$ cat config.mk
export PLATFORM = sky130hd
export DESIGN_NAME = machine_status_priv_stack
export DESIGN_NICKNAME = d
export VERILOG_FILES = /design/src/hw/machine_status_pkg.sv /design/src/hw/machine_status_priv_stack.sv /design/src/hw/mode_field_legal.sv /design/src/hw/irq_global_gate.sv
export SDC_FILE = /design/constraint.sdc
export NUM_CORES = 1
export LEC_CHECK = 0
export BUFFER_PORTS_ARGS = -buffer_cell sky130_fd_sc_hd__buf_4
export CORE_MARGIN = 5
export CORE_UTILIZATION = 30
export CTS_BUF_LIST = sky130_fd_sc_hd__clkbuf_16
export CTS_CLUSTER_DIAMETER = 30
export DETAILED_ROUTE_END_ITERATION = 16
export MAX_ROUTING_LAYER = met4
export PLACE_DENSITY = 0.59
export SLEW_MARGIN = 20
export SYNTH_ARGS = -nofsm -noshare
export SYNTH_HDL_FRONTEND = slang
export SYNTH_HIERARCHICAL = 1
export SYNTH_SLANG_ARGS = --single-unit
$ cat constraint.sdc
create_clock -name i_clk -period 6.1 [get_ports i_clk]
set_input_delay 0.305 -clock i_clk [delete_from_list [all_inputs] [get_ports i_clk]]
set_output_delay 0.305 -clock i_clk [all_outputs]
set_load 0.05 [all_outputs]
$ cat src/hw/machine_status_pkg.sv
// Purpose: Shared constants and types for the machine status block
// Assumes: Control-register addresses are 12 bits wide
// Notes:   Bit positions refer to the 64-bit view of the status word, except UPPER_REG_LO and UPPER_REG_HI, which index the upper register
package machine_status_pkg;

   ////////////////////////////////////////////////////////////////////////////
   // Register addresses
   localparam logic [11:0] ADDR_HART_IDENTITY     = 12'hF14;
   localparam logic [11:0] ADDR_STATUS_WORD       = 12'h300;
   localparam logic [11:0] ADDR_STATUS_UPPER      = 12'h310;
   localparam logic [11:0] ADDR_SUPERVISOR_STATUS = 12'h100;

   ////////////////////////////////////////////////////////////////////////////
   // Field positions
   localparam int FULL_WIDTH      = 64;
   localparam int HALF_WIDTH      = 32;
   localparam int POS_SUP_IE      = 1;
   localparam int POS_MACH_IE     = 3;
   localparam int POS_SUP_PIE     = 5;
   localparam int POS_MACH_PIE    = 7;
   localparam int POS_SUP_PP      = 8;
   localparam int POS_MACH_PP_LO  = 11;
   localparam int POS_MACH_PP_HI  = 12;
   localparam int POS_LS_OVERRIDE = 17;
   localparam int UPPER_FIELD_LO  = 36;
   localparam int UPPER_FIELD_HI  = 62;
   localparam int UPPER_REG_LO    = 4;
   localparam int UPPER_REG_HI    = 30;
   localparam int UPPER_WIDTH     = UPPER_FIELD_HI - UPPER_FIELD_LO + 1;

   localparam logic                   DIRTY_SUMMARY_VALUE = 1'b0;
   localparam logic [UPPER_WIDTH-1:0] UPPER_RESET         = 27'h0000000;

   ////////////////////////////////////////////////////////////////////////////
   // Privilege encodings
   typedef enum logic [1:0] {
      PRIV_USER       = 2'b00,
      PRIV_SUPERVISOR = 2'b01,
      PRIV_RESERVED   = 2'b10,
      PRIV_MACHINE    = 2'b11
   } priv_type;

   ////////////////////////////////////////////////////////////////////////////
   // Carriers
   typedef struct packed {
      logic take;
      logic to_supervisor;
      logic machine_trap_return;
      logic supervisor_trap_return;
   } trap_req_type;

   typedef struct packed {
      logic     load_store_priv_override;
      priv_type machine_prev_priv;
      logic     supervisor_prev_priv;
      logic     machine_prev_irq_en;
      logic     supervisor_prev_irq_en;
      logic     machine_global_irq_en;
      logic     supervisor_global_irq_en;
   } status_fields_type;

   localparam status_fields_type STATUS_RESET = '{
      load_store_priv_override : 1'b0,
      machine_prev_priv        : PRIV_MACHINE,
      supervisor_prev_priv     : 1'b0,
      machine_prev_irq_en      : 1'b0,
      supervisor_prev_irq_en   : 1'b0,
      machine_global_irq_en    : 1'b0,
      supervisor_global_irq_en : 1'b0
   };

endpackage

$ cat src/hw/machine_status_priv_stack.sv
// Purpose: Hart identity, machine status word, upper half and privilege stack
// Assumes: Trap and return requests come from the hart's own pipeline
// Notes:   Trap beats return, return beats a register write in the same cycle
//
// Overview of operation
// - Read-only hart identity register, word wide
// - Identity unique per hart, one hart is zero
// - Status word read/write, dirty summary on top
// - Upper status register only for 32-bit words
// - Upper bits 30:4 mirror status 62:36
// - Supervisor status is a masked status view
// - Machine enable bit 3, supervisor bit 1
// - Current mode interrupts follow its enable
// - Lower mode interrupts always disabled
// - Higher mode interrupts always enabled
// - No supervisor: its enables read zero
// - Machine previous mode 12:11, supervisor bit 8
// - Trap entry stacks enable and previous mode
// - Each return instruction returns its own mode
// - Return restores enable, mode; resets stack entry
// - Previous mode fields hold only legal modes
// - Two-mode parts need one machine mode bit
`timescale 1ns/100ps
module machine_status_priv_stack
   import machine_status_pkg::*;
#(
   parameter int                     MACHINE_WORD_WIDTH = 64,
   parameter logic [FULL_WIDTH-1:0]  HART_IDENTITY      = 64'h0000000000000000,
   parameter bit                     SUPERVISOR_IMPL    = 1'b1,
   parameter bit                     USER_IMPL          = 1'b1
) (
   input  wire logic                           i_clk,
   input  wire logic                           i_reset,
   input  wire logic [11:0]                    i_csr_addr,
   input  wire logic                           i_csr_read,
   input  wire logic                           i_csr_write,
   input  wire logic [MACHINE_WORD_WIDTH-1:0]  i_csr_wdata,
   input  wire trap_req_type                   i_trap,
   output logic [MACHINE_WORD_WIDTH-1:0]       o_csr_rdata,
   output logic                                o_csr_fault,
   output priv_type                            o_priv,
   output status_fields_type                   o_status,
   output logic                                o_irq_en_machine,
   output logic                                o_irq_en_supervisor
);

   ////////////////////////////////////////////////////////////////////////////
   // Declarations
   localparam priv_type LEAST_PRIV = USER_IMPL ? PRIV_USER : PRIV_MACHINE;
   localparam bit       WIDE_WORD  = (MACHINE_WORD_WIDTH == FULL_WIDTH);

   priv_type                 priv_r;
   priv_type                 priv_nxt;
   status_fields_type        fields_r;
   status_fields_type        fields_nxt;
   logic [UPPER_WIDTH-1:0]   upper_r;
   logic [UPPER_WIDTH-1:0]   upper_nxt;
   logic [FULL_WIDTH-1:0]    wdata_full;
   logic [FULL_WIDTH-1:0]    status_full;
   logic [MACHINE_WORD_WIDTH-1:0] read_word;
   logic                     read_hit;
   logic                     write_ro;
   priv_type                 mpp_legal;
   logic                     gate_machine;
   logic                     gate_supervisor;
   logic                     trap_to_sup;
   logic                     do_machine_trap_return;
   logic                     do_supervisor_trap_return;
   logic                     wr_status;
   logic                     wr_upper;
   logic                     wr_sup;

   assign wdata_full  = FULL_WIDTH'(i_csr_wdata);
   // A supervisor trap on a part without that mode lands in machine mode
   assign trap_to_sup = i_trap.to_supervisor && SUPERVISOR_IMPL;
   assign do_machine_trap_return     = !i_trap.take && i_trap.machine_trap_return;
   assign do_supervisor_trap_return     = !i_trap.take && !i_trap.machine_trap_return
                        && i_trap.supervisor_trap_return && SUPERVISOR_IMPL;
   assign wr_status   = i_csr_write && (i_csr_addr == ADDR_STATUS_WORD);
   assign wr_upper    = i_csr_write && (i_csr_addr == ADDR_STATUS_UPPER) && !WIDE_WORD;
   assign wr_sup      = i_csr_write && (i_csr_addr == ADDR_SUPERVISOR_STATUS)
                        && SUPERVISOR_IMPL;

   ////////////////////////////////////////////////////////////////////////////
   // Helpers
   mode_field_legal #(
      .SUPERVISOR_IMPL (SUPERVISOR_IMPL),
      .USER_IMPL       (USER_IMPL)
   ) u_mpp_legal (
      .i_requested (priv_type'(wdata_full[POS_MACH_PP_HI:POS_MACH_PP_LO])),
      .o_legal     (mpp_legal)
   );

   irq_global_gate u_gate (
      .i_priv          (priv_r),
      .i_machine_ie    (fields_r.machine_global_irq_en),
      .i_supervisor_ie (fields_r.supervisor_global_irq_en),
      .o_machine_en    (gate_machine),
      .o_supervisor_en (gate_supervisor)
   );

   ////////////////////////////////////////////////////////////////////////////
   // Next state of the privilege stack
   always_comb begin
      priv_nxt   = priv_r;
      fields_nxt = fields_r;
      upper_nxt  = upper_r;
      if (i_trap.take && trap_to_sup) begin
         fields_nxt.supervisor_prev_irq_en   = fields_r.supervisor_global_irq_en;
         fields_nxt.supervisor_global_irq_en = 1'b0;
         fields_nxt.supervisor_prev_priv     = (priv_r == PRIV_SUPERVISOR);
         priv_nxt                            = PRIV_SUPERVISOR;
      end else if (i_trap.take) begin
         fields_nxt.machine_prev_irq_en   = fields_r.machine_global_irq_en;
         fields_nxt.machine_global_irq_en = 1'b0;
         fields_nxt.machine_prev_priv     = priv_r;
         priv_nxt                         = PRIV_MACHINE;
      end else if (do_machine_trap_return) begin
         fields_nxt.machine_global_irq_en = fields_r.machine_prev_irq_en;
         fields_nxt.machine_prev_irq_en   = 1'b1;
         fields_nxt.machine_prev_priv     = LEAST_PRIV;
         priv_nxt                         = fields_r.machine_prev_priv;
         if (fields_r.machine_prev_priv != PRIV_MACHINE) begin
            fields_nxt.load_store_priv_override = 1'b0;
         end
      end else if (do_supervisor_trap_return) begin
         fields_nxt.supervisor_global_irq_en = fields_r.supervisor_prev_irq_en;
         fields_nxt.supervisor_prev_irq_en   = 1'b1;
         fields_nxt.supervisor_prev_priv     = 1'b0;
         priv_nxt = fields_r.supervisor_prev_priv ? PRIV_SUPERVISOR : PRIV_USER;
         fields_nxt.load_store_priv_override = 1'b0;
      end else if (wr_status) begin
         fields_nxt.machine_global_irq_en    = wdata_full[POS_MACH_IE];
         fields_nxt.machine_prev_irq_en      = wdata_full[POS_MACH_PIE];
         fields_nxt.machine_prev_priv        = mpp_legal;
         fields_nxt.supervisor_global_irq_en = wdata_full[POS_SUP_IE] && SUPERVISOR_IMPL;
         fields_nxt.supervisor_prev_irq_en   = wdata_full[POS_SUP_PIE] && SUPERVISOR_IMPL;
         fields_nxt.supervisor_prev_priv     = wdata_full[POS_SUP_PP] && SUPERVISOR_IMPL;
         fields_nxt.load_store_priv_override = wdata_full[POS_LS_OVERRIDE] && USER_IMPL;
         if (WIDE_WORD) begin
            upper_nxt = wdata_full[UPPER_FIELD_HI:UPPER_FIELD_LO];
         end
      end else if (wr_upper) begin
         upper_nxt = wdata_full[UPPER_REG_HI:UPPER_REG_LO];
      end else if (wr_sup) begin
         // Supervisor view reaches only its own fields
         fields_nxt.supervisor_global_irq_en = wdata_full[POS_SUP_IE];
         fields_nxt.supervisor_prev_irq_en   = wdata_full[POS_SUP_PIE];
         fields_nxt.supervisor_prev_priv     = wdata_full[POS_SUP_PP];
      end
   end

   ////////////////////////////////////////////////////////////////////////////
   // State registers
   always_ff @(posedge i_clk or posedge i_reset) begin
      if (i_reset) begin
         priv_r <= PRIV_MACHINE;
      end else begin
         priv_r <= priv_nxt;
      end
   end

   always_ff @(posedge i_clk or posedge i_reset) begin
      if (i_reset) begin
         fields_r <= STATUS_RESET;
      end else begin
         fields_r <= fields_nxt;
      end
   end

   always_ff @(posedge i_clk or posedge i_reset) begin
      if (i_reset) begin
         upper_r <= UPPER_RESET;
      end else begin
         upper_r <= upper_nxt;
      end
   end

   ////////////////////////////////////////////////////////////////////////////
   // Read side
   always_comb begin
      status_full = '0;
      status_full[POS_SUP_IE]      = fields_r.supervisor_global_irq_en;
      status_full[POS_MACH_IE]     = fields_r.machine_global_irq_en;
      status_full[POS_SUP_PIE]     = fields_r.supervisor_prev_irq_en;
      status_full[POS_MACH_PIE]    = fields_r.machine_prev_irq_en;
      status_full[POS_SUP_PP]      = fields_r.supervisor_prev_priv;
      status_full[POS_MACH_PP_HI:POS_MACH_PP_LO] = fields_r.machine_prev_priv;
      status_full[POS_LS_OVERRIDE] = fields_r.load_store_priv_override;
      status_full[UPPER_FIELD_HI:UPPER_FIELD_LO] = upper_r;
      read_word = '0;
      read_hit  = 1'b1;
      write_ro  = 1'b0;
      case (i_csr_addr)
         ADDR_HART_IDENTITY: begin
            // Uniqueness is set per instance by the integrator
            read_word = HART_IDENTITY[MACHINE_WORD_WIDTH-1:0];
            write_ro  = 1'b1;
         end
         ADDR_STATUS_WORD: begin
            // Narrow word keeps the stack fields; its upper half has its own register
            read_word = status_full[MACHINE_WORD_WIDTH-1:0];
            read_word[MACHINE_WORD_WIDTH-1] = DIRTY_SUMMARY_VALUE;
         end
         ADDR_STATUS_UPPER: begin
            read_hit = !WIDE_WORD;
            if (!WIDE_WORD) begin
               read_word[UPPER_REG_HI:UPPER_REG_LO] = upper_r;
            end
         end
         ADDR_SUPERVISOR_STATUS: begin
            read_hit = SUPERVISOR_IMPL;
            read_word[POS_SUP_IE]  = fields_r.supervisor_global_irq_en;
            read_word[POS_SUP_PIE] = fields_r.supervisor_prev_irq_en;
            read_word[POS_SUP_PP]  = fields_r.supervisor_prev_priv;
         end
         default: read_hit = 1'b0;
      endcase
   end

   always_ff @(posedge i_clk or posedge i_reset) begin
      if (i_reset) begin
         o_csr_rdata <= '0;
      end else if (i_csr_read && read_hit) begin
         o_csr_rdata <= read_word;
      end else begin
         o_csr_rdata <= '0;
      end
   end

   // Flags accesses to absent registers and writes to read-only ones
   always_ff @(posedge i_clk or posedge i_reset) begin
      if (i_reset) begin
         o_csr_fault <= 1'b0;
      end else begin
         o_csr_fault <= ((i_csr_read || i_csr_write) && !read_hit)
                        || (i_csr_write && write_ro);
      end
   end

   ////////////////////////////////////////////////////////////////////////////
   // Outputs
   always_ff @(posedge i_clk or posedge i_reset) begin
      if (i_reset) begin
         o_irq_en_machine    <= 1'b0;
         o_irq_en_supervisor <= 1'b0;
      end else begin
         o_irq_en_machine    <= gate_machine;
         o_irq_en_supervisor <= gate_supervisor;
      end
   end

   always_ff @(posedge i_clk or posedge i_reset) begin
      if (i_reset) begin
         o_priv   <= PRIV_MACHINE;
         o_status <= STATUS_RESET;
      end else begin
         o_priv   <= priv_nxt;
         o_status <= fields_nxt;
      end
   end
endmodule // machine_status_priv_stack

$ cat src/hw/mode_field_legal.sv
// Purpose: Maps a requested previous-privilege value to a legal one
// Assumes: Field belongs to machine mode, so machine is always legal
// Notes:   Illegal requests fall back to machine mode
`timescale 1ns/100ps
module mode_field_legal
   import machine_status_pkg::*;
#(
   parameter bit SUPERVISOR_IMPL = 1'b1,
   parameter bit USER_IMPL       = 1'b1
) (
   input  wire priv_type i_requested,
   output priv_type      o_legal
);

   always_comb begin
      case (i_requested)
         PRIV_MACHINE:    o_legal = PRIV_MACHINE;
         PRIV_SUPERVISOR: o_legal = SUPERVISOR_IMPL ? PRIV_SUPERVISOR : PRIV_MACHINE;
         // Two-mode parts only ever see 00 or 11, so one storage bit would do
         PRIV_USER:       o_legal = USER_IMPL ? PRIV_USER : PRIV_MACHINE;
         default:         o_legal = PRIV_MACHINE;
      endcase
   end

endmodule // mode_field_legal

$ cat src/hw/irq_global_gate.sv
// Purpose: Global interrupt enable per target mode from current privilege
// Assumes: Per-interrupt enables are applied downstream
// Notes:   Purely combinational; the caller registers the results
`timescale 1ns/100ps
module irq_global_gate
   import machine_status_pkg::*;
(
   input  wire priv_type i_priv,
   input  wire logic     i_machine_ie,
   input  wire logic     i_supervisor_ie,
   output logic          o_machine_en,
   output logic          o_supervisor_en
);

   always_comb begin
      // Machine is never below the current mode
      o_machine_en = (i_priv == PRIV_MACHINE) ? i_machine_ie : 1'b1;
      case (i_priv)
         PRIV_USER:       o_supervisor_en = 1'b1;
         PRIV_SUPERVISOR: o_supervisor_en = i_supervisor_ie;
         default:         o_supervisor_en = 1'b0;
      endcase
   end

endmodule // irq_global_gate

==> results of run 1 <==
-- cells in the final DEF (no fill, tap or decap), types with 2 or more instances in the layout --
master,synthesis,routed
dfrtp_1,71,71
or4_4,2,2
nor4_1,2,2
o2bb2ai_1,2,2
a22o_1,3,3
dfstp_2,4,4
buf_4,29,104
mux2_2,11,11
nand2b_1,3,3
a31oi_1,3,3
mux2i_1,3,3
or4_1,3,3
nor2_1,5,5
nand2_1,4,4
and2_1,35,35
bufinv_16,0,3
inv_1,5,5
conb_1,1,29
a21oi_1,8,8
clkbuf_16,0,9
nor3_1,2,2
mux2_4,20,20
-- routing by layer --
layer	share of wire	global-route usage
met2	0.45	0.171
met3	0.099	0.0412
met1	0.44	0.140
met5	0	-
met4	0.0098	0.0457
-- layout make-up --
cell class | count | area (sq um)
Clock buffer | 9 | 225
Clock inverter | 6 | 106
Fill cell | 991 | 6030
Inverter | 5 | 20.0
Multi-Input combinational cell | 149 | 1110
Sequential cell | 75 | 1880
Tap cell | 136 | 170
Timing Repair Buffer | 104 | 781
-- registers in the layout, summed over array words and instances (netlist names) --
register	count
upper_r	27
o_csr_rdata	35
o_irq_en_supervisor	1
o_priv	2
o_status	8
o_csr_fault	1
o_irq_en_machine	1
-- final timing paths --
check	from	end	slack, ns	depth (start not counted)
max	i_csr_addr[7]	upper_r[20]$_DFFE_PP0P_	3.55	6
min	i_trap[2]	o_priv[1]$_DFFE_PP1N_	0.18	2
max reg2reg	o_priv[1]$_DFFE_PP1N_	o_status[4]$_DFFE_PP0P_	4.89	3
min reg2reg	upper_r[14]$_DFFE_PP0P_	o_csr_rdata[50]$_DFF_PP0_	0.47	1
max in group asynchronous	i_reset	o_csr_rdata[49]$_DFF_PP0_	5.21	3
min in group asynchronous	i_reset	upper_r[26]$_DFFE_PP0P_	0.27	3
-- per-stage QoR --
stage                     power [uW]  utilization  setup WS, ns  instance area, sq um
after floorplan                  662            -          3.60                  3280
after CTS                       1300        0.416          3.55                  4290
after global placement           710        0.383          3.22                  3960
after detailed placement         712        0.383          3.21                  3960
final                           1280        0.416          3.55                  4290
after global routing            1330        0.416          3.50                  4290
-- cell families after synthesis --
group / after synthesis
flip-flops: 75
AND/OR/NAND/NOR: 63
buffers and inverters: 43
multiplexers: 34
AO/OA/AOI/OAI: 23
other: 1
-- where the power goes --
| group | total [uW] | switching [uW] | internal (uW) |
|---|---|---|---|
| sequential | 527 | 13.7 | 513 |
| combinational | 174 | 120 | 54.5 |
| clock | 581 | 186 | 395 |
==> impl_summary.md, run 1 <==
Outcome
The run finished with clean final reports.

Finish
From synthesis to final layout, the design area changed by 35.1%. In the final layout, the share of cells above drive strength 1 is 0.451. The layout net count is around 430.

0 antenna diodes ended up in the layout. The finished layout holds between 400 and 500 standard cells, fillers aside.

Floorplan
The initial utilization of the core area, before any placement, comes to 0.308. The die is around 110 um tall. The region available for standard cell placement spans approximately 0.010 sq mm.

The floorplan step defined a die boundary enclosing 0.0127 sq mm. Row generation in the floorplan step produced 37 rows. In this run the horizontal extent of the chip is between 100 and 150 um. The number of ports placed on the die boundary is ~160.

Synth
Counting every instance in the synthesized netlist gives approximately 240. The area share of the largest cell type after synthesis is 0.559. The synthesized netlist occupies a cell area of ~0.0032 sq mm.

The main combinational cell family by area after synthesis is multiplexers. The synthesized area per cell is roughly 13 sq um. Yosys attributes the largest share of cell area to dfrtp_1, mux2_4, and2_1.

The number of synthesized register bits is 75. During synthesis, Yosys emitted a total of 6 warnings. The XOR/XNOR share of the synthesized area is 0.

The fraction of registers with async set or reset after synthesis is 1.00. After synthesis, the most frequently instantiated cells are dfrtp_1, and2_1, buf_4, mux2_4, mux2_2. For this run, the leading register cell type out of synthesis is dfrtp_1. The top cell type by total area after synthesis is dfrtp_1. Of the total synthesized cell area, the portion taken by AND, OR, NAND and NOR gates is 0.121. The complex-gate fraction of the synthesized area was 0.0496. Measured against the total synthesized area, the mux share comes to 0.143. The most used standard cell by instance count after synthesis is dfrtp_1.

The adder-cell share of the synthesized area is 0. In this run, distinct cell masters in the synthesized netlist total 36. For this run, the register share of the synthesized area comes to 0.593.

Yosys mapped a number of flops with a built-in enable equal to 0.

Setup path
STA classifies the critical path endpoint as a flip-flop. The critical path goes through buf_4 > or4_4 > or4_4 > or4_1 > buf_4 > mux2_4. The number of buffer and inverter stages on the critical path is 2. STA classifies the critical path startpoint as an input pin.

The type of the worst setup path is input pin to flip-flop. At the worst endpoint, the required time is between 6 and 7 ns. In this design, the stage delay of the slowest critical-path cell is 0.56 ns.

On the critical path the largest part of the delay comes from simple AND/OR/NAND/NOR gates. The worst path arrival time is about 2.8 ns. On the critical path, the stage with the largest delay is an instance of or4_4. Of all nets on the critical path, the largest fanout is 24.

Global routing
The global-route wire length before repair is roughly 11000 um. The number of global-route vias before repair is ~2100. The largest net degree at the start of global routing is 76. Across every metal layer, demand over resource in global routing totals 0.114. For this run the aggregate overflow at the end of global routing stands at 0. The initial antenna violation count is 0.

Timing
The final hold slack is roughly 0.18 ns. The count of final max-slew check failures came to 0. The setup total negative slack is 0 ns. At the pin with the least slew margin, the transition time is around 0.95 ns. Setup repair after global routing left no endpoint under its margin. The worst pin sits at a relative slew slack of 0.367. The post-route minimum period is ~2.5 ns. Setup violations remaining at the end of the flow were counted as 0. For this run, the top clock speed supported by timing is ~390 MHz. The post-route clock skew is roughly 0.004 ns. The final hold violation count is 0.

The ratio of final minimum period to clock period is 0.418.

Clocking
Clock tree synthesis found a total of 75 sinks. The H-tree was split into 3 levels. The number of clock buffers inserted by TritonCTS is 9. Once the clock tree was built, the resizer swapped 0 gates to a different size.

The clock insertion delay at the later pin of the skew report is 0.32 ns. The CTS tree is done. After clock tree synthesis, the clock-pin slew on the worst setup and hold paths is about 0.05 ns. The maximum buffer depth of the clock tree is 2. The setup fix buffers added after clock tree synthesis is 0. In this run the clock root is driven by a clkbuf_16. The number of hold-repair buffers added at the cts stage is 0.

Pwr
Summed over all cells, the static leakage comes to 0.00229 uW. The worst-case IR drop observed on VDD is roughly 0.00014 V. The ratio of total power to cell area is 299 mW/mm^2.

Drt
The pre-antenna-repair detailed-routing pass consisted of 4 iterations. The number of remaining DRC errors is 0. After detailed routing, the average wire length per cell comes to 14.4 um. The via count of the routed design is between 2000 and 2500. The detail-routed via count per cell is about 4.2. Once detail routing completed, the nets flagged for antenna violations numbered 0. The violation count after the first detailed-routing iteration is 78. Wires add up to approximately 7000 um.

Placed design
The placed wire-length estimate is between 5000 and 6000 um. The count of buffers inserted at the top-level ports is around 100. The cell count after placement is between 400 and 500. The routability congestion estimate from global placement is between 0.7 and 0.8.

Job
Max-cap violations in this run came to 0.

Min path
The worst min-delay path class is input pin to flip-flop.
No activity file was read; power rests on OpenSTA's default activity.
==> inputs of run 2 (changes only) <==
==> constraint.sdc (replaced) <==
create_clock -name i_clk -period 2.4 [get_ports i_clk]
set_input_delay 0.12 -clock i_clk [delete_from_list [all_inputs] [get_ports i_clk]]
set_output_delay 0.12 -clock i_clk [all_outputs]
set_load 0.05 [all_outputs]
==> impl_summary.md, run 2 (synthesis gave the netlist of run 1 again) <==
Drt
The detail-routed via count per cell is 4.21 (-0.70%). The total iterations of the first detailed-routing run is 4 (unchanged). The via count of the routed design is 2084 (+1.6%). The length of routed wiring on met1 is 3150 um (+3.2%). The detailed route wirelength on metal2 is 3260 um (+3.4%). The number of remaining DRC errors is 0 (unchanged). The routed wire length is 7050 um (+1.4%).

The wire length per cell is 14.3 um (-0.90%). The wire length on met3 came to 572 um (-17%). The top routing layer in use is met4. The count of nets left with antenna violations after detail routing is 0 (unchanged).

The violation count after the first detailed-routing iteration is 89 (+14%).

Floorplan
The area of the die is 0.0127 sq mm (unchanged). The core area came to 0.0103 sq mm (unchanged). The y dimension of the die is 113 um (unchanged). The effective utilization at floorplan came to 0.308 (unchanged). The x dimension of the die was 113 um (unchanged). The number of ports placed on the die boundary was 161 (unchanged). The total number of placement rows is 37 (unchanged).

Global routing
The number of global-route vias before repair is 2162 (+3.3%). The initial antenna violation count came to 0 (unchanged). The sum of overflow across all layers after global routing is 0 (unchanged).

The total track usage was 0.115 (+0.000894). The largest net degree at the start of global routing is 44 (-42%). The global-route wire length before repair is 11200 um (+1.8%).

Pwr
The switching fraction of total power is 0.276 (+0.0261). The ratio of total power to cell area is 715 mW/mm^2 (+140%). The internal power summed over all cells came to 2260 uW (+140%). The part of the power in combinational logic is 0.146 (+0.010). The total power draw is 3120 uW (+140%).

The switching power is 861 uW (+170%). The proportion of power drawn by the clock network is 0.425 (-0.028). The leakage power summed over all cells was 0.00232 uW (+1.5%). The worst ir drop on vdd is 0.000375 V (+170%). The share of power burned in registers was 0.429 (+0.018).

Clocking
The number of clock buffers inserted by TritonCTS was 9 (unchanged). The clock insertion delay at the later pin of the skew report was 0.32 ns (about the same). The number of clock sinks is 75 (unchanged). The maximum buffer depth of the clock tree is 2 (unchanged). The clock transition time at the flip-flop clock pins of the worst setup and hold paths is 0.06 ns (about the same). The H-tree depth reported by CTS is 3 (unchanged).

The CTS tree is done. In this run the clock root is driven by a clkbuf_16. The number of hold-repair buffers added at the cts stage was 3 (+3). The setup fix buffers added after clock tree synthesis is 0 (unchanged).

The number of instances resized during post-cts repair is 0 (unchanged).

Placed design
The placed wire-length estimate is 5120 um (+1.9%). The routability congestion estimate from global placement came to 0.761 (-4.3%). The count of buffers inserted at the top-level ports is 102 (unchanged).

Setup path
The internal reg-to-reg setup slack was 1.19 ns (-3.70 ns). The peak fanout along the critical path was 27 (+13%). The data required time of the worst path is 2.61 ns (-3.69 ns).

The type of the worst setup path is input pin to flip-flop. In this run the critical register-to-register path is launched from o_priv[1]$_DFFE_PP1N_. The path depth of the worst reg2reg path is 3 (unchanged).

The worst path arrival time is 2.29 ns (-0.46 ns). The endpoint identified for the worst register-to-register timing path is o_status[4]$_DFFE_PP0P_. The kind of end point of the critical path is a flip-flop. The startpoint type of the worst setup path is an input pin.

Min path
The startpoint of the lowest-slack hold path is i_csr_wdata[47]. The number of cells traversed by the worst hold path was 2 (unchanged). The worst min-delay path class is input pin to flip-flop.

The terminating pin of the worst hold path is upper_r[11]$_DFFE_PP0P_.

Finish
The register with the highest flop count is o_csr_rdata. The top cell types in the final layout, fill and taps aside, are buf_4, dfrtp_1, and2_1. The number of flip-flops in the largest register is 35 (unchanged). The layout cell share with drive strength beyond 1 is 0.462 (+0.0112). The layout net count is 438 (+2.3%). The total of fill cells in the finished design was 994 (+0.30%). Leaving out fill and tap cells, the most frequent cell in the layout is buf_4. The largest registers in the layout are o_csr_rdata: 35 flops, upper_r: 27 flops, o_status: 8 flops. The number of antenna diodes is 0 (unchanged). The area added between synthesis and finish is 37.5%.

Timing
The worst slew margin relative to its limit is 0.489 (+0.122). The final hold slack came to 0.0253 ns (-0.155 ns). Setup repair after global routing left no endpoint under its margin. The count of final max-slew check failures came to 0 (unchanged).

The setup total negative slack is 0 ns (unchanged). The post-route minimum period is about 2.1 ns. The post-route clock skew is 0.00442 ns (+0.000522 ns). The setup violation total in the final timing report is 0 (unchanged).

The worst-margin pin slew is 0.766 ns (-0.184 ns). The timing-limited maximum frequency is about 480 MHz. The ratio of final minimum period to clock period is 0.868. The final hold violation count is 0 (unchanged).

Job
The number of max-capacitance violations reported is 0 (unchanged).

Outcome
The flow ran to the end, and the final reports show no timing, DRC or antenna violations.
[run 2: changes by cell type in the layout (fill, tap and decap cells not counted)]
cell           change
bufinv_16          -2
clkinvlp_4         +2
inv_1              -1
inv_6              +3
dlygate4sd3_1      +3
buf_12             +2
buf_4              +5
clkinv_4           -1
[run 2: critical path, stage by stage]
cell	delay [ns]
buf_4	0.11
or4_1	0.55
or4_4	0.50
or4_1	0.46
buf_12	0.21
mux2_4	0.32
[run 2: routing by layer]
metal / up-vias / track usage
met5: - / -
met4: 0 / 0.0409
li1: 990 / -
met3: 8 / 0.0321
met1: 993 / 0.145
met2: 93 / 0.179
[run 2: final cells by class]
cell class,instances,area [sq um],share of cell area
clock buffer,9,225,0.0516
clock inverter,7,75.1,0.0172
inverter,5,20.0,0.00458
multi-input combinational,149,1110,0.253
sequential,75,1880,0.431
tap,136,170,0.0390
timing repair buffer,114,888,0.203
[run 2: worst max path at each step]
stage                    from                       to  slack, ns
2_1_floorplan   i_csr_addr[7]   upper_r[0]$_DFFE_PP0P_       0.08
3_3_place_gp    i_csr_addr[7]  upper_r[16]$_DFFE_PP0P_      -0.02
3_5_place_dp    i_csr_addr[7]  upper_r[21]$_DFFE_PP0P_      -0.02
4_1_cts         i_csr_addr[7]  upper_r[20]$_DFFE_PP0P_       0.32
5_1_grt         i_csr_addr[8]  upper_r[21]$_DFFE_PP0P_       0.27
6_report       i_csr_addr[10]   upper_r[7]$_DFFE_PP0P_       0.32
[run 2: power groups by stage]
stage          logic [uW]  registers, uW  clock network [uW]
2_1_floorplan         223           1460                   0
3_3_place_gp          452           1360                   0
3_5_place_dp          453           1360                   0
4_1_cts               458           1340                1380
5_1_grt               485           1350                1430
6_report              455           1340                1330
[run 2: per-stage QoR]
step	area (sq um)	worst slack (ns)	util	instances
after floorplan	3280	0.0803	-	267
after global placement	4040	-0.0190	0.391	476
after detailed placement	4040	-0.0247	0.391	476
after CTS	4370	0.319	0.423	495
after global routing	4370	0.268	0.423	495
final	4370	0.316	0.423	495
